**config.mk**
```make
export PLATFORM = sky130hd
export DESIGN_NAME = twmr_core
export DESIGN_NICKNAME = d
export VERILOG_FILES = /design/src/pkg/twmr_pkg.sv /design/src/core/twmr_buf.sv /design/src/core/twmr_core.sv
export SDC_FILE = /design/constraint.sdc
export NUM_CORES = 1
export LEC_CHECK = 0
export BUFFER_PORTS_ARGS = -buffer_cell sky130_fd_sc_hd__buf_2
export CELL_PAD_IN_SITES_DETAIL_PLACEMENT = 0
export CELL_PAD_IN_SITES_GLOBAL_PLACEMENT = 1
export CORE_UTILIZATION = 45
export CTS_CLUSTER_DIAMETER = 30
export DETAILED_ROUTE_END_ITERATION = 10
export PLACE_DENSITY_LB_ADDON = 0.1
export SLEW_MARGIN = 10
export SYNTH_ARGS = -nofsm -noshare
export SYNTH_HDL_FRONTEND = slang
export SYNTH_HIERARCHICAL = 1
export SYNTH_SLANG_ARGS = --single-unit
```
**constraint.sdc**
```tcl
create_clock -name clk_in -period 4.7 [get_ports clk_in]
set_input_delay 0.94 -clock clk_in [delete_from_list [all_inputs] [get_ports clk_in]]
set_output_delay 0.94 -clock clk_in [all_outputs]
set_load 0.01 [all_outputs]
```
**src/pkg/twmr_pkg.sv**
```systemverilog
// Package: register map, field positions, reset values, timing and states of the two-wire read master
package twmr_pkg;

    // Register byte offsets (low twelve address bits)
    localparam logic [11:0] TWMR_DATA_OFS  = 12'hF50;   // Received byte / transmit byte
    localparam logic [11:0] TWMR_CTRL_OFS  = 12'hF54;   // Control bits
    localparam logic [11:0] TWMR_STAT_OFS  = 12'hF58;   // Status bits
    localparam logic [11:0] TWMR_SADDR_OFS = 12'hF5C;   // Slave address

    // Control field positions
    localparam int TWMR_CTL_START = 0;   // Start request
    localparam int TWMR_CTL_STOP  = 1;   // Stop request
    localparam int TWMR_CTL_NAK   = 2;   // Negative acknowledge on next byte
    localparam int TWMR_CTL_TXI   = 3;   // Transmit request bit
    localparam int TWMR_CTL_TEN   = 4;   // Ten-bit addressing

    // Status field positions
    localparam int TWMR_STS_MISS  = 0;   // Missing-acknowledge flag, write one to clear
    localparam int TWMR_STS_ACK   = 1;   // Last address acknowledged
    localparam int TWMR_STS_RXAV  = 2;   // Received byte waiting
    localparam int TWMR_STS_BUSY  = 3;   // Sequencer not idle
    localparam int TWMR_STS_TXF   = 4;   // Transmit byte held
    localparam int TWMR_STS_RXF   = 5;   // Receive buffer full

    // Reset values
    localparam logic [7:0] TWMR_DATA_RST  = 8'h00;
    localparam logic [4:0] TWMR_CTRL_RST  = 5'h00;
    localparam logic [9:0] TWMR_SADDR_RST = 10'h000;

    // Address byte constants
    localparam logic [4:0] TWMR_TEN_PREFIX = 5'h1E;   // Fixed head of a ten-bit first byte
    localparam logic       TWMR_DIR_WR     = 1'b0;
    localparam logic       TWMR_DIR_RD     = 1'b1;

    // Timing: quarter of a serial bit period
    localparam int TWMR_CLK_NS = 20;
    localparam int TWMR_QTR_NS = 2500;
    localparam int TWMR_QTR_CYC = (TWMR_QTR_NS + TWMR_CLK_NS - 1) / TWMR_CLK_NS;

    // Sequencer states
    typedef enum logic [3:0] {
        ST_IDLE  = 4'h0,
        ST_START = 4'h1,
        ST_ADDR  = 4'h2,
        ST_AACK  = 4'h3,
        ST_RX    = 4'h4,
        ST_MACK  = 4'h5,
        ST_HOLD  = 4'h6,
        ST_STOP  = 4'h7
    } twmr_state_t;

endpackage

```
**src/core/twmr_buf.sv**
```systemverilog
// Small receive buffer with valid/ready on both sides
module twmr_buf
    import twmr_pkg::*;
#(
    parameter int WIDTH = 8,
    parameter int DEPTH = 2
) (
    // Clock and reset
    input  wire logic             clk_in,
    input  wire logic             rst_in,
    // Fill side
    input  wire logic             in_valid_in,
    output logic                  in_ready_out,
    input  wire logic [WIDTH-1:0] in_data_in,
    // Drain side
    output logic                  out_valid_out,
    input  wire logic             out_ready_in,
    output logic      [WIDTH-1:0] out_data_out
);
    localparam int AW = (DEPTH > 1) ? $clog2(DEPTH) : 1;
    localparam int CW = $clog2(DEPTH + 1);

    logic [WIDTH-1:0] mem_ff [DEPTH];   // Storage words
    logic [AW-1:0]    wptr_ff;          // Next write slot
    logic [AW-1:0]    rptr_ff;          // Oldest word
    logic [CW-1:0]    cnt_ff;           // Words held
    logic             push;
    logic             pop;

    assign push          = in_valid_in && in_ready_out;
    assign pop           = out_valid_out && out_ready_in;
    assign in_ready_out  = (cnt_ff != CW'(DEPTH));
    assign out_valid_out = (cnt_ff != '0);
    assign out_data_out  = mem_ff[rptr_ff];

    // Pointer advance with wrap
    function automatic logic [AW-1:0] wrap_inc(input logic [AW-1:0] p);
        wrap_inc = (p == AW'(DEPTH - 1)) ? '0 : p + AW'(1);
    endfunction

    // Storage write
    always_ff @(posedge clk_in or posedge rst_in) begin
        if (rst_in) begin
            for (int i = 0; i < DEPTH; i++) mem_ff[i] <= TWMR_DATA_RST;
        end else if (push) begin
            mem_ff[wptr_ff] <= in_data_in;
        end
    end

    // Pointers and fill count
    always_ff @(posedge clk_in or posedge rst_in) begin
        if (rst_in) begin
            wptr_ff <= '0;
            rptr_ff <= '0;
            cnt_ff  <= '0;
        end else begin
            if (push) wptr_ff <= wrap_inc(wptr_ff);
            if (pop) rptr_ff <= wrap_inc(rptr_ff);
            if (push && !pop) cnt_ff <= cnt_ff + CW'(1);
            else if (pop && !push) cnt_ff <= cnt_ff - CW'(1);
        end
    end
endmodule // twmr_buf

```
**src/core/twmr_core.sv**
```systemverilog
// Two-wire master read sequencer with AHB-Lite register slave
// What this block does
// - Open read with a start condition
// - Shift out address then read bit
// - Address nack sets flag, clears ack state
// - Stop plus txi clear: flush, stop, clear
// - Shift in byte then raise receive status
// - Nack final byte, ack all others
// - Repeat reception while bytes remain
// - After final nack set missing-ack flag
// - Software sets stop, controller sends stop
// - Ten-bit read: write, address, restart, read
// - First ten-bit byte carries two top bits
// - Last first-byte bit gives direction
// - Shift register hidden from register space
// - Block data writes during slave receive
//
// Design decision made here: the AHB-Lite interface to the registers.
module twmr_core
    import twmr_pkg::*;
#(
    parameter int QTR_CYCLES = TWMR_QTR_CYC,
    parameter int FIFO_DEPTH = 2
) (
    // Clock and reset
    input  wire logic        clk_in,
    input  wire logic        rst_in,
    // AHB-Lite slave
    input  wire logic        hsel_in,
    input  wire logic [31:0] haddr_in,
    input  wire logic [1:0]  htrans_in,
    input  wire logic        hwrite_in,
    input  wire logic [2:0]  hsize_in,
    input  wire logic [31:0] hwdata_in,
    input  wire logic        hready_in,
    output logic      [31:0] hrdata_out,
    output logic             hreadyout_out,
    output logic             hresp_out,
    // Slave-mode receive in progress, same clock
    input  wire logic        slave_rx_busy_in,
    // Serial clock pin, open drain
    input  wire logic        scl_in,
    output logic             scl_out,
    output logic             scl_oe_out,
    // Serial data pin, open drain
    input  wire logic        sda_in,
    output logic             sda_out,
    output logic             sda_oe_out
);
    twmr_state_t st_ff;          // Sequencer state
    logic [1:0]  ph_ff;          // Quarter phase of a bit
    logic [2:0]  cnt_ff;         // Bit counter
    logic [1:0]  seq_ff;         // Address byte index
    logic [7:0]  shift_ff;       // Internal shift register, not mapped
    logic        samp_ff;        // Data level sampled at end of high phase
    logic        last_ff;        // Current byte answered with nack
    logic [1:0]  scl_sync_ff;    // Clock pin synchroniser
    logic [1:0]  sda_sync_ff;    // Data pin synchroniser
    logic [15:0] div_ff;         // Quarter-phase divider
    logic        scl_oe_ff;      // Pull clock low
    logic        sda_oe_ff;      // Pull data low
    logic        nxt_scl_oe;
    logic        nxt_sda_oe;
    logic        start_ff, stop_ff, nak_ff, txi_ff, ten_ff;   // Control bits
    logic [9:0]  saddr_ff;       // Slave address
    logic        miss_ff;        // Missing-acknowledge flag
    logic        ack_state_ff;   // Address acknowledged
    logic        tx_full_ff;     // Transmit byte held
    logic [7:0]  tx_data_ff;     // Transmit byte
    logic        dp_wr_ff;       // Write data phase pending
    logic [2:0]  dp_sel_ff;      // Register selected for write
    logic [31:0] hrdata_ff;      // Read data
    logic        fifo_in_ready, fifo_out_valid;
    logic [7:0]  fifo_out_data;
    logic        scl_s, sda_s, tick, stretch, push_wait, adv, bit_end;
    logic        ap_valid, pop, w1c_miss;
    logic        ev_start, ev_addr_nack, ev_final_nack, ev_go_stop, ev_stop_done, ev_push;

    // Register select decode: 1 data, 2 ctrl, 3 status, 4 address, 0 none
    function automatic logic [2:0] reg_sel(input logic [31:0] a);
        case (a[11:0])
            TWMR_DATA_OFS:  reg_sel = 3'h1;
            TWMR_CTRL_OFS:  reg_sel = 3'h2;
            TWMR_STAT_OFS:  reg_sel = 3'h3;
            TWMR_SADDR_OFS: reg_sel = 3'h4;
            default:        reg_sel = 3'h0;
        endcase
    endfunction

    // Address byte by index; direction in bit 0 of bytes 0 and 2
    function automatic logic [7:0] addr_byte(input logic [1:0] s, input logic ten, input logic [9:0] a);
        case (s)
            2'h0:    addr_byte = ten ? {TWMR_TEN_PREFIX, a[9:8], TWMR_DIR_WR} : {a[6:0], TWMR_DIR_RD};
            2'h1:    addr_byte = a[7:0];
            default: addr_byte = {TWMR_TEN_PREFIX, a[9:8], TWMR_DIR_RD};
        endcase
    endfunction

    // Pin synchronisers; only the second stage is read
    always_ff @(posedge clk_in or posedge rst_in) begin
        if (rst_in) begin
            scl_sync_ff <= 2'h3;
            sda_sync_ff <= 2'h3;
        end else begin
            scl_sync_ff <= {scl_sync_ff[0], scl_in};
            sda_sync_ff <= {sda_sync_ff[0], sda_in};
        end
    end
    assign scl_s = scl_sync_ff[1];
    assign sda_s = sda_sync_ff[1];

    // Quarter-phase enable divider
    always_ff @(posedge clk_in or posedge rst_in) begin
        if (rst_in) div_ff <= 16'h0000;
        else div_ff <= tick ? 16'h0000 : div_ff + 16'h0001;
    end
    assign tick = (div_ff == 16'(QTR_CYCLES - 1));

    // Advance holds while a slave stretches the clock or the buffer is full
    assign stretch   = (ph_ff == 2'h1) && !scl_s;
    assign push_wait = (st_ff == ST_RX) && (ph_ff == 2'h3) && (cnt_ff == 3'h7) && !fifo_in_ready;
    assign adv       = tick && !stretch && !push_wait;
    assign bit_end   = adv && (ph_ff == 2'h3);

    // Sequence events
    assign ev_start      = (st_ff == ST_IDLE) && start_ff && tick;
    assign ev_addr_nack  = (st_ff == ST_AACK) && bit_end && samp_ff;
    assign ev_final_nack = (st_ff == ST_MACK) && bit_end && last_ff;
    assign ev_go_stop    = (st_ff == ST_HOLD) && tick && stop_ff && !txi_ff;
    assign ev_stop_done  = (st_ff == ST_STOP) && bit_end;
    assign ev_push       = (st_ff == ST_RX) && bit_end && (cnt_ff == 3'h7);

    // Phase counter runs only in bit-timed states
    always_ff @(posedge clk_in or posedge rst_in) begin
        if (rst_in) ph_ff <= 2'h0;
        else if (st_ff == ST_IDLE || st_ff == ST_HOLD) ph_ff <= 2'h0;
        else if (adv) ph_ff <= ph_ff + 2'h1;
    end

    // Data sampled at the end of each clock high phase
    always_ff @(posedge clk_in or posedge rst_in) begin
        if (rst_in) samp_ff <= 1'b1;
        else if (adv && ph_ff == 2'h2) samp_ff <= sda_s;
    end

    // Main sequencer
    always_ff @(posedge clk_in or posedge rst_in) begin
        if (rst_in) begin
            st_ff    <= ST_IDLE;
            cnt_ff   <= 3'h0;
            seq_ff   <= 2'h0;
            shift_ff <= TWMR_DATA_RST;
            last_ff  <= 1'b0;
        end else begin
            case (st_ff)
                ST_IDLE: begin
                    seq_ff <= 2'h0;
                    if (ev_start) st_ff <= ST_START;
                end
                ST_START: begin
                    if (bit_end) begin
                        shift_ff <= addr_byte(seq_ff, ten_ff, saddr_ff);
                        cnt_ff   <= 3'h0;
                        st_ff    <= ST_ADDR;
                    end
                end
                ST_ADDR: begin
                    // Send MSB first
                    if (bit_end) begin
                        if (cnt_ff == 3'h7) st_ff <= ST_AACK;
                        shift_ff <= {shift_ff[6:0], 1'b0};
                        cnt_ff   <= cnt_ff + 3'h1;
                    end
                end
                ST_AACK: begin
                    if (ev_addr_nack) begin
                        st_ff <= ST_HOLD;
                    end else if (bit_end) begin
                        cnt_ff <= 3'h0;
                        if (seq_ff == 2'h0 && ten_ff) begin
                            // Second ten-bit address byte follows directly
                            seq_ff   <= 2'h1;
                            shift_ff <= addr_byte(2'h1, ten_ff, saddr_ff);
                            st_ff    <= ST_ADDR;
                        end else if (seq_ff == 2'h1) begin
                            // Repeated start, then first byte with read bit
                            seq_ff <= 2'h2;
                            st_ff  <= ST_START;
                        end else begin
                            st_ff <= ST_RX;
                        end
                    end
                end
                ST_RX: begin
                    if (bit_end) begin
                        shift_ff <= {shift_ff[6:0], samp_ff};
                        cnt_ff   <= cnt_ff + 3'h1;
                        if (cnt_ff == 3'h7) begin
                            last_ff <= nak_ff;
                            st_ff   <= ST_MACK;
                        end
                    end
                end
                ST_MACK: begin
                    if (ev_final_nack) st_ff <= ST_HOLD;
                    else if (bit_end) st_ff <= ST_RX;
                end
                ST_HOLD: begin
                    if (ev_go_stop) st_ff <= ST_STOP;
                end
                ST_STOP: begin
                    if (ev_stop_done) st_ff <= ST_IDLE;
                end
                default: st_ff <= ST_IDLE;
            endcase
        end
    end

    // Pin drive per state and phase; low phases 0 and 3 of each bit
    always_comb begin
        nxt_scl_oe = (ph_ff == 2'h0) || (ph_ff == 2'h3);
        nxt_sda_oe = 1'b0;
        case (st_ff)
            ST_IDLE:  nxt_scl_oe = 1'b0;
            ST_START: begin
                nxt_scl_oe = (ph_ff == 2'h3);
                nxt_sda_oe = ph_ff[1];
            end
            ST_ADDR:  nxt_sda_oe = !shift_ff[7];
            ST_AACK:  nxt_sda_oe = 1'b0;
            ST_RX:    nxt_sda_oe = 1'b0;
            ST_MACK:  nxt_sda_oe = !last_ff;
            ST_HOLD: begin
                nxt_scl_oe = 1'b1;
                nxt_sda_oe = 1'b1;
            end
            ST_STOP: begin
                nxt_scl_oe = (ph_ff == 2'h0);
                nxt_sda_oe = !ph_ff[1];
            end
            default:  nxt_scl_oe = 1'b0;
        endcase
    end

    // Registered pin enables
    always_ff @(posedge clk_in or posedge rst_in) begin
        if (rst_in) begin
            scl_oe_ff <= 1'b0;
            sda_oe_ff <= 1'b0;
        end else begin
            scl_oe_ff <= nxt_scl_oe;
            sda_oe_ff <= nxt_sda_oe;
        end
    end
    assign scl_oe_out = scl_oe_ff;
    assign sda_oe_out = sda_oe_ff;
    assign scl_out    = 1'b0;
    assign sda_out    = 1'b0;

    // Receive buffer between shifter and data register
    twmr_buf #(.WIDTH(8), .DEPTH(FIFO_DEPTH)) u_rxbuf (
        .clk_in        (clk_in),
        .rst_in        (rst_in),
        .in_valid_in   (ev_push),
        .in_ready_out  (fifo_in_ready),
        .in_data_in    ({shift_ff[6:0], samp_ff}),
        .out_valid_out (fifo_out_valid),
        .out_ready_in  (pop),
        .out_data_out  (fifo_out_data)
    );

    // AHB-Lite address phase capture; zero wait states
    assign ap_valid = hsel_in && htrans_in[1] && hready_in;
    assign pop      = ap_valid && !hwrite_in && (reg_sel(haddr_in) == 3'h1) && fifo_out_valid;
    always_ff @(posedge clk_in or posedge rst_in) begin
        if (rst_in) begin
            dp_wr_ff  <= 1'b0;
            dp_sel_ff <= 3'h0;
            hrdata_ff <= 32'h00000000;
        end else begin
            dp_wr_ff  <= ap_valid && hwrite_in;
            dp_sel_ff <= reg_sel(haddr_in);
            if (ap_valid && !hwrite_in) begin
                // Shift register has no address; only buffered bytes read back
                case (reg_sel(haddr_in))
                    3'h1:    hrdata_ff <= {24'h000000, fifo_out_data};
                    3'h2:    hrdata_ff <= {27'h0000000, ten_ff, txi_ff, nak_ff, stop_ff, start_ff};
                    3'h3:    hrdata_ff <= {26'h0000000, !fifo_in_ready, tx_full_ff, st_ff != ST_IDLE,
                                           fifo_out_valid, ack_state_ff, miss_ff};
                    3'h4:    hrdata_ff <= {22'h000000, saddr_ff};
                    default: hrdata_ff <= 32'h00000000;
                endcase
            end
        end
    end
    assign hrdata_out    = hrdata_ff;
    assign hreadyout_out = 1'b1;
    assign hresp_out     = 1'b0;

    // Control bits: software write, hardware self-clear of start, stop and nak
    always_ff @(posedge clk_in or posedge rst_in) begin
        if (rst_in) begin
            {ten_ff, txi_ff, nak_ff, stop_ff, start_ff} <= TWMR_CTRL_RST;
            saddr_ff <= TWMR_SADDR_RST;
        end else if (dp_wr_ff && dp_sel_ff == 3'h2) begin
            start_ff <= hwdata_in[TWMR_CTL_START];
            stop_ff  <= hwdata_in[TWMR_CTL_STOP];
            nak_ff   <= hwdata_in[TWMR_CTL_NAK];
            txi_ff   <= hwdata_in[TWMR_CTL_TXI];
            ten_ff   <= hwdata_in[TWMR_CTL_TEN];
        end else begin
            if (dp_wr_ff && dp_sel_ff == 3'h4) saddr_ff <= hwdata_in[9:0];
            if (ev_start) start_ff <= 1'b0;
            if (ev_stop_done) stop_ff <= 1'b0;
            if (ev_final_nack) nak_ff <= 1'b0;
        end
    end

    // Status flags; a hardware set wins over a software clear
    assign w1c_miss = dp_wr_ff && (dp_sel_ff == 3'h3) && hwdata_in[TWMR_STS_MISS];
    always_ff @(posedge clk_in or posedge rst_in) begin
        if (rst_in) begin
            miss_ff      <= 1'b0;
            ack_state_ff <= 1'b0;
        end else begin
            miss_ff <= ev_addr_nack || ev_final_nack ||
                       (miss_ff && !w1c_miss && !ev_stop_done);
            if (ev_addr_nack) ack_state_ff <= 1'b0;
            else if (st_ff == ST_AACK && bit_end) ack_state_ff <= 1'b1;
        end
    end

    // Transmit byte: flushed on stop after a missing acknowledge
    always_ff @(posedge clk_in or posedge rst_in) begin
        if (rst_in) begin
            tx_full_ff <= 1'b0;
            tx_data_ff <= TWMR_DATA_RST;
        end else if (ev_go_stop) begin
            tx_full_ff <= 1'b0;
        end else if (dp_wr_ff && dp_sel_ff == 3'h1 && !slave_rx_busy_in) begin
            tx_full_ff <= 1'b1;
            tx_data_ff <= hwdata_in[7:0];
        end
    end
endmodule // twmr_core

```
==> results.toml, run 1 <==
[cells_and_area]
syn_to_final_growth_pct = 10.4
layout-drive-gt1-share_pct = 24.3
diodes = 0
final_cell_area_um2 = 5620
nets = 600
final_util_pct = 51.4

[detailed_routing]
routed_wl_um = 11400
avgRoutedWirePerCell_um = 17.3
vias = 3657
drt_iter0_markers = 178
drc = 0
dr.pass1.iters = 4
viasPerCell = 5.56
postRouteAntennaNets = 0

[sta]
fmax_mhz = 324
tightest_slew_ns = 1.04
setup_viol = 0
finalHoldViolCount = 0
rsz0062_at_grt = "no"
skew_ns = 0.00764
setup_tns_ns = 0
final.period_utilization_pct = 65.6
slew_headroom_pct = 30.9
fin_crit_ns = 3.08
slew_viol_final = 0

[synth]
ys_ff_latch = 94
synth-edff-count = 0
ys.flop_type = "dfrtp_1"
yosysMostFrequentCell = "dfrtp_1"
yosys_warnings = 6
syn_area_um2 = 5090
netlist.area_leader.share_pct = 43.7
syn_inst = 481
async_flop_share_pct = 100
netlist_top_cells_count = "dfrtp_1, nand2_1, mux2_2, nor2_1, buf_4"
yosys.area.top_type = "dfrtp_1"
avgSynthCellArea_um2 = 10.6
synth.yosys.seq_area_share_pct = 46.3
synthTopCellsByArea = "dfrtp_1, mux2_2, buf_4"
ys_types = 68

[cts]
cts_resized = 0
post_cts_buffers = 0
cts_root_buf = "clkbuf_16"
cts.path.max_buffers = 2
insertion_delay_ns = 0.35
cts_tree = "built"
hold_buffers = 0
numCtsBuffers = 9
cts.htree.levels = 3
cts_sinks = 94
clk_pin_slew_ns = 0.06

[die]
rows = 38
die_h_um = 108
dieArea_um2 = 11700
core_area_um2 = 10900
num_io_pins = 115
die_w_um = 108
initial_core_util_pct = 46.6

[pwr]
ir_worst_vdd_mv = 0.232
power_frac_seq_pct = 49.9
pwr-share-clk_pct = 46.9
p_comb_share_pct = 3.2
switching_share_pct = 20.5
p_switching_mw = 0.335
p_int_mw = 1.30
cellLeakagePower_nw = 2.63
powerDensity_nw_per_um2 = 290

[grt]
grt_usage_pct = 21.2
grt_pass1_vias = 3575
grt_overflow_total = 0
grt_max_degree = 50
grt_pass1_wl_um = 18600
grt_antenna_before_repair = 0

[run]
drv_cap = 0

[critical_path]
cp_max_fo = 25
max_stage_delay_ns = 0.87
critPathSlowestCell = "dfrtp_1"
crit_path_end_kind = "flip-flop"
critPathMostFrequentCell = "xor2_1"
path_cells = "or3b_4, o311a_4, nand2_1, nor3_1, and2_2, ha_1, xor2_1, nor2_1, xor2_1"
crit_type = "flip-flop to flip-flop"
crit_required_ns = 4.93
crit_arrival_ns = 3.31
start_kind = "flip-flop"

[place]
dpl_cell_area_um2 = 5300
place.gp.congestion = 0.810
portBuffers = 42
dpl.hpwl_um = 8030

[worst_hold_path]
hold_class = "flip-flop to flip-flop"

[run_status]
status = "finished clean"
==> layer usage <==
| layer | track usage (%) | up-vias | part of all wire [%] |
|---|---|---|---|
| met4 | 7.14 | 0 | 1.8 |
| met3 | 5.61 | 13 | 4.7 |
| met1 | 27.4 | 1805 | 46 |
| li1 | - | 1739 | - |
| met2 | 34.6 | 100 | 48 |
| met5 | 0 | - | 0 |
==> layout make-up <==
cell class	instances	area (µm²)
fill	1013	5310
multi-input combinational	346	2460
sequential	94	2360
clock buffer	13	280
timing repair buffer	48	255
tap	140	175
inverter	14	52.6
clock inverter	3	40.0
==> registers in the layout, summed over array words and instances, names as in the netlist, 3 cells and up <==
| name | cells |
|---|---|
| cnt_ff | 3 |
| div_ff | 16 |
| dp_sel_ff | 3 |
| hrdata_out | 10 |
| saddr_ff | 10 |
| shift_ff | 8 |
| st_ff | 3 |
| u_rxbuf/mem_ff | 16 |
==> cells by family after synthesis <==
| kind of cell | count (synthesis) | synth area share [%] |
|---|---|---|
| fa+ha+maj | 10 | 2.46 |
| simple gates | 144 | 15.3 |
| xor+xnor | 21 | 3.61 |
| compound gates | 97 | 12.8 |
| other cells | 2 | 0.147 |
| buf+inv | 65 | 7.13 |
| mux | 48 | 12.2 |
| flops | 94 | 46.3 |
==> cell usage in the layout (no fill, tap or decap), types with 9 or more instances in the layout <==
cell / n
o21ai_0: 23
ha_1: 10
conb_1: 26
clkbuf_16: 9
inv_1: 12
dfrtp_1: 89
nand3_1: 13
mux2_2: 32
nor3_1: 9
o31ai_1: 9
o22ai_1: 10
buf_2: 42
nand2_1: 36
xnor2_1: 11
nor2_1: 30
nand2b_1: 9
xor2_1: 10
a21oi_1: 14
==> worst max-delay path, delay by kind of cell, from the launching register on <==
family / cells / cell delay (ns)
xor+xnor: 2 / 0.28
simple gates: 5 / 1.43
compound gates: 1 / 0.22
flops: 1 / 0.87
fa+ha+maj: 1 / 0.16
==> power groups by stage <==
stage / combinational, mW / clock, mW / sequential [mW]
after CTS: 0.0538 / 0.792 / 0.813
after floorplan: 0.0477 / 0 / 0.828
after global placement: 0.0534 / 0 / 0.828
after global routing: 0.0608 / 0.825 / 0.813
final: 0.0527 / 0.765 / 0.813
after detailed placement: 0.0538 / 0 / 0.828
==> per-stage QoR <==
| stage | hold slack [ns] | worst slack, ns | instances | total power, mW |
|---|---|---|---|---|
| 6_report | 0.355 | 1.62 | 658 | 1.63 |
| 5_1_grt | 0.364 | 1.43 | 658 | 1.70 |
| 3_3_place_gp | 0.347 | 1.65 | 642 | 0.882 |
| 4_1_cts | 0.357 | 1.61 | 658 | 1.66 |
| 3_5_place_dp | 0.348 | 1.64 | 642 | 0.882 |
| 2_1_floorplan | 0.345 | 1.89 | 505 | 0.876 |
==> worst paths after layout <==
| check | from | end | slack [ns] | cells after the start |
|---|---|---|---|---|
| min in group asynchronous | rst_in | u_rxbuf/rptr_ff | 0.74 | 2 |
| setup / recovery | st_ff[0] | u_rxbuf/cnt_ff[1] | 1.62 | 9 |
| hold reg to reg | sda_sync_ff[0] | sda_sync_ff[1] | 0.36 | 0 |
| setup reg to reg | st_ff[0] | u_rxbuf/cnt_ff[1] | 1.62 | 9 |
| hold / removal | sda_sync_ff[0] | sda_sync_ff[1] | 0.36 | 0 |
| max in group asynchronous | rst_in | scl_oe_out | 2.88 | 3 |
Power figures use the tool's default switching activity.
==> inputs of run 2 (changes only) <==
--- a/config.mk
+++ b/config.mk
@@ -5,10 +5,11 @@
 export SDC_FILE = /design/constraint.sdc
 export NUM_CORES = 1
 export LEC_CHECK = 0
+export ABC_AREA = 1
 export BUFFER_PORTS_ARGS = -buffer_cell sky130_fd_sc_hd__buf_2
 export CELL_PAD_IN_SITES_DETAIL_PLACEMENT = 0
 export CELL_PAD_IN_SITES_GLOBAL_PLACEMENT = 1
-export CORE_UTILIZATION = 45
+export CORE_UTILIZATION = 40
 export CTS_CLUSTER_DIAMETER = 30
 export DETAILED_ROUTE_END_ITERATION = 10
 export PLACE_DENSITY_LB_ADDON = 0.1
==> constraint.sdc (replaced) <==
create_clock -name clk_in -period 3.1 [get_ports clk_in]
set_input_delay 0.62 -clock clk_in [delete_from_list [all_inputs] [get_ports clk_in]]
set_output_delay 0.62 -clock clk_in [all_outputs]
set_load 0.01 [all_outputs]
==> run 2 against run 1 <==
  * Die area up 19%
  * Clock-buffer cell count decreased by 1
  * First-iteration DRC count rose by 20%
  * Total power grew 54%
  * Cell count grew 38%
  * Critical path depth up 1
  * Maximum frequency is 42% higher
  * Worst hold slack improved by 0.00089 ns
  * Sequential power up 53%
  * Largest power group unchanged
==> results.toml, run 2 <==
[grt]
grt_overflow_total = 0
grt_usage_pct = 21.1
grt_antenna_before_repair = 0
grt_pass1_wl_um = 22500
grt_pass1_vias = 4336
grt_max_degree = 39

[sta]
slew_headroom_pct = 46.1
tightest_slew_ns = 0.808
setup_viol = 0
slew_viol_final = 0
final.period_utilization_pct = 69.9
holdWs_ns = 0.356
rsz0062_at_grt = "no"
finalHoldViolCount = 0
setup_tns_ns = 0
skew_ns = 0.00700
fin_crit_ns = 2.17
fmax_mhz = 461

[cts]
cts.htree.levels = 3
numCtsBuffers = 9
cts_sinks = 94
insertion_delay_ns = 0.35
hold_buffers = 0
cts.path.max_buffers = 2
cts_tree = "built"
cts_root_buf = "clkbuf_16"
cts_resized = 0
post_cts_buffers = 0
clk_pin_slew_ns = 0.06

[place]
portBuffers = 42
dpl.hpwl_um = 10400
place.gp.congestion = 0.815

[detailed_routing]
routed_wl_um = 13600
drc = 0
avgRoutedWirePerCell_um = 15.0
postRouteAntennaNets = 0
drt_iter0_markers = 213
viasPerCell = 4.99
vias = 4528
dr.pass1.iters = 5

[worst_hold_path]
hold_class = "flip-flop to flip-flop"
holdPathEnd = "sda_sync_ff[1]"
worstHoldStart = "sda_sync_ff[0]"
hold_depth = 0

[synth]
ys_ff_latch = 94
synth.yosys.seq_area_share_pct = 43.8
avgSynthCellArea_um2 = 7.87
ys.flop_type = "dfrtp_1"
async_flop_share_pct = 100
yosys_warnings = 6
ys_types = 52
netlist.area_leader.share_pct = 41.4
netlist_top_cells_count = "nand2_1, dfrtp_1, inv_1, nor2_1, nand3_1"
syn_area_um2 = 5380
synth-edff-count = 0
yosysMostFrequentCell = "nand2_1"
syn_inst = 684
synthTopCellsByArea = "dfrtp_1, nand2_1, inv_1"
yosys.area.top_type = "dfrtp_1"

[run]
drv_cap = 0

[pwr]
powerDensity_nw_per_um2 = 422
switching_share_pct = 21.9
ir_worst_vdd_mv = 0.210
p_switching_mw = 0.551
power_frac_seq_pct = 49.4
p_comb_share_pct = 3.4
cellLeakagePower_nw = 3.13
p_int_mw = 1.97
pwr-share-clk_pct = 47.2

[die]
num_io_pins = 115
initial_core_util_pct = 40.8
rows = 42
die_h_um = 118
die_w_um = 118
dieArea_um2 = 13900
core_area_um2 = 13200

[critical_path]
critPathMostFrequentCell = "nand2_1"
cp_max_fo = 10
r2r_end = "u_rxbuf/mem_ff[0]"
r2r-start = "div_ff[0]"
start_kind = "flip-flop"
crit_arrival_ns = 2.40
critPathSlowestCell = "dfrtp_1"
crit_type = "flip-flop to flip-flop"
max_stage_delay_ns = 0.41
crit_path_end_kind = "flip-flop"
reg2reg_slack_ns = 0.93
crit_start = "div_ff[0]"
crit_required_ns = 3.34
path_cells = "inv_1, ha_1, nand2_1, nor2_4, nand3_1, nor3_2, buf_4, nand3_1, nand2_1, nand2_1"
worstRegToRegCells = 10

[cells_and_area]
layout_commonest_cell = "nand2_1"
nets = 814
mostFrequentLayoutCells = "nand2_1, dfrtp_1, inv_1, nor2_1, nand3_1"
diodes = 0
largest_registers = "div_ff x16, u_rxbuf/mem_ff x16"
final_util_pct = 45.2
layout-drive-gt1-share_pct = 15.4
syn_to_final_growth_pct = 10.9

[run_status]
status = "finished clean"
-- run 2: cell types whose count changed after synthesis, sizes merged, moves of 8 or more --
cell / delta
nand4: +24
nand3: +35
inv: +53
o31ai: -9
mux2: -36
clkbuf: -13
o22ai: -9
nor2b: -8
nand2b: -10
nand2: +198
nor2: +31
xnor2: -8
-- run 2: worst max-delay path by stage --
| stage | slack, ns | depth (start not counted) | end |
|---|---|---|---|
| after floorplan | 0.61 | 1 | ack_state_ff |
| after global placement | 0.57 | 12 | u_rxbuf/cnt_ff[1] |
| after detailed placement | 0.57 | 12 | u_rxbuf/cnt_ff[1] |
| after CTS | 0.89 | 10 | u_rxbuf/mem_ff[0] |
| after global routing | 0.68 | 10 | u_rxbuf/mem_ff[4] |
| final | 0.93 | 10 | u_rxbuf/mem_ff[0] |
-- run 2: kinds of logic (layout without fill, tap and decap cells) --
family | count (synthesis) | after routing | share of synthesized area [%]
other | 2 | 26 | 0.140
adders and majority gates | 10 | 10 | 2.33
muxes | 4 | 4 | 0.837
xor gates and xnor gates | 6 | 6 | 0.977
DFF | 94 | 94 | 43.8
buffers and inverters | 109 | 133 | 10.8
and+or+nand+nor | 393 | 393 | 33.5
AOI/OAI and AO/OA | 66 | 66 | 7.56
-- run 2: layout make-up --
type,instances,area [µm²]
Fill cell,1369,7220
Multi-Input combinational cell,505,2540
Sequential cell,94,2360
Inverter,69,277
Timing Repair Buffer,48,268
Clock buffer,12,236
Tap cell,176,220
Clock inverter,4,72.6
-- run 2: layer usage --
metal	global-route usage, %	part of all wire, %	vias up
met5	0	0	-
met4	7.93	1.6	0
met3	3.05	2.7	15
met2	34.7	48	69
met1	28.2	48	2185
li1	-	-	2259
-- run 2: worst max-delay path: cells and delay by family, from the launching register on --
family / cells / cell delay [ns]
flops: 1 / 0.41
buf+inv: 2 / 0.31
simple gates: 7 / 1.18
fa+ha+maj: 1 / 0.17
-- run 2: power groups by stage --
stage | clock [mW] | sequential, mW | combinational (mW)
4_1_cts | 1.22 | 1.24 | 0.0889
5_1_grt | 1.27 | 1.24 | 0.0988
6_report | 1.19 | 1.24 | 0.0857
3_3_place_gp | 0 | 1.27 | 0.0870
3_5_place_dp | 0 | 1.27 | 0.0887
2_1_floorplan | 0 | 1.26 | 0.0738
-- run 2: through the flow --
stage,instance area [µm²],power (mW),setup slack [ns],instances
after global placement,5660,1.35,0.575,892
after CTS,5970,2.55,0.886,908
after detailed placement,5660,1.36,0.568,892
final,5970,2.52,0.933,908
after floorplan,5470,1.34,0.607,708
after global routing,5970,2.61,0.679,908
==> inputs of run 3 (changes only) <==
==> constraint.sdc (replaced) <==
create_clock -name clk_in -period 2.2 [get_ports clk_in]
set_input_delay 0.44 -clock clk_in [delete_from_list [all_inputs] [get_ports clk_in]]
set_output_delay 0.44 -clock clk_in [all_outputs]
set_load 0.01 [all_outputs]
==> run 3 against run 2 <==
  * Worst hold slack worse by 0.32 ns
  * Wire length is 1.1% lower
  * Critical endpoint is now u_rxbuf/mem_ff[8]
  * Sequential power is 41% higher
  * Die area stayed put
  * Highest routed layer unchanged
==> results.toml, run 3 (synthesized netlist as in run 2, its figures left out) <==
[cells_and_area]
largest_registers = "div_ff x16, u_rxbuf/mem_ff x16"
layoutNonFillerInstCount = 930
nets = 836
final_util_pct = 47.0
diodes = 0
layout_commonest_cell = "nand2_1"
layout-drive-gt1-share_pct = 18.7
mostFrequentLayoutCells = "nand2_1, dfrtp_1, inv_1, nor2_1, nand3_1"
syn_to_final_growth_pct = 15.3

[pwr]
power.total_mw = 3.70
powerDensity_nw_per_um2 = 597
cellLeakagePower_nw = 3.25
ir_worst_vdd_mv = 0.331

[cts]
cts.path.max_buffers = 2
clk_pin_slew_ns = 0.07
hold_buffers = 0
numCtsBuffers = 9
post_cts_buffers = 0
cts.htree.levels = 3
cts_sinks = 94
insertion_delay_ns = 0.35
cts_root_buf = "clkbuf_16"
cts_tree = "built"

[critical_path]
cp.depth = 11
critPathSlowestCell = "dfrtp_1"
crit_required_ns = 2.44
start_kind = "flip-flop"
r2r_end = "u_rxbuf/mem_ff[8]"
max_stage_delay_ns = 0.41
path_cells = "inv_1, ha_2, nand2_2, nor2_4, nand3_4, nor3_4, buf_4, buf_4, nand3_4, nand2_1, nand2_1"
cp_max_fo = 15
crit_type = "flip-flop to flip-flop"
crit_start = "div_ff[0]"
r2r-start = "div_ff[0]"
worstPathBufferInverterCount = 3
worstRegToRegCells = 11
reg2reg_slack_ns = 0.18
crit_arrival_ns = 2.26
crit_path_end_kind = "flip-flop"
crit_family = "simple AND/OR/NAND/NOR gates"
crit_end = "u_rxbuf/mem_ff[8]"

[die]
die_h_um = 118
dieArea_um2 = 13900
num_io_pins = 115
initial_core_util_pct = 40.8
rows = 42
die_w_um = 118
core_area_um2 = 13200

[detailed_routing]
drc = 0
vias = 4649
viasPerCell = 5.00
routed_wl_um = 13500
avgRoutedWirePerCell_um = 14.5
dr.pass1.iters = 5
drt_iter0_markers = 258
postRouteAntennaNets = 0

[place]
portBuffers = 42
place_inst = 914
place_ws_ns = 0.0345
dpl.hpwl_um = 10600
place.gp.congestion = 0.867

[grt]
grt_pass1_vias = 4392
grt_pass1_wl_um = 22200
grt_max_degree = 42
grt_antenna_before_repair = 0
grt_usage_pct = 20.8
grt_overflow_total = 0

[sta]
skew_ns = 0.00974
rsz0062_at_grt = "yes"
final.period_utilization_pct = 91.8
finalHoldViolCount = 0
tightest_slew_ns = 0.759
holdWs_ns = 0.0399
setup_slack_ns = 0.181
slew_headroom_pct = 49.3
slew_viol_final = 0
fmax_mhz = 495
fin_crit_ns = 2.02
setup_viol = 0

[run_status]
status = "finished clean"

[run]
drv_cap = 0

[worst_hold_path]
hold_class = "input pin to async pin"
-- run 3: changes by cell type in the layout (fill, tap and decap cells not counted), moves of 2 or more --
cell / delta
buf_4: +22
nand2_1: -2
clkinv_2: -2
nand2_2: +2
clkbuf_1: -2
-- run 3: final cells by class --
cell class	instances	area, µm²
fillers	1344	6990
clock inverters	5	106
flip-flops and latches	94	2360
repair buffers	70	433
multi-input cells	505	2560
inverters	69	279
clock buffers	11	243
well taps	176	220
-- run 3: where the power goes --
part	internal, mW	switching (mW)
combinational	0.0384	0.0873
clock	1.14	0.682
sequential	1.74	0.0107
-- run 3: how the worst min path moves through the flow --
stage                     end  slack, ns
2_1_floorplan  scl_sync_ff[1]       0.35
3_3_place_gp   scl_sync_ff[1]       0.35
3_5_place_dp   sda_sync_ff[1]       0.35
4_1_cts           saddr_ff[5]       0.04
5_1_grt           saddr_ff[7]       0.05
6_report          saddr_ff[5]       0.04
-- run 3: worst reg2reg max path, cell delays in order, from the launching register on --
cell and delay (ns):
dfrtp_1 0.41, inv_1 0.07, ha_2 0.18, nand2_2 0.08, nor2_4 0.15, nand3_4 0.11
nor3_4 0.26, buf_4 0.16, buf_4 0.20, nand3_4 0.16, nand2_1 0.10, nand2_1 0.05
-- run 3: metrics by stage --
stage / instance area, µm² / TNS, ns
after floorplan: 5480 / 0
after global placement: 5830 / 0
after detailed placement: 5830 / 0
after CTS: 6180 / 0
after global routing: 6200 / -0.00721
final: 6200 / 0
-- run 3: per-layer routing --
metal / global-route usage (%) / vias to the layer above / part of all wire (%) / routed length [µm]
li1: - / 2304 / - / -
met1: 27.8 / 2236 / 47 / 6330
met2: 34.0 / 95 / 48 / 6510
met3: 2.96 / 14 / 3.4 / 460
met4: 7.85 / 0 / 1.5 / 199
met5: 0 / - / 0 / 0
-- run 3: timing repair --
item	CTS	global route
gates resized for setup	0	6
endpoints found under the hold margin	0	0
setup endpoints to repair	0	9
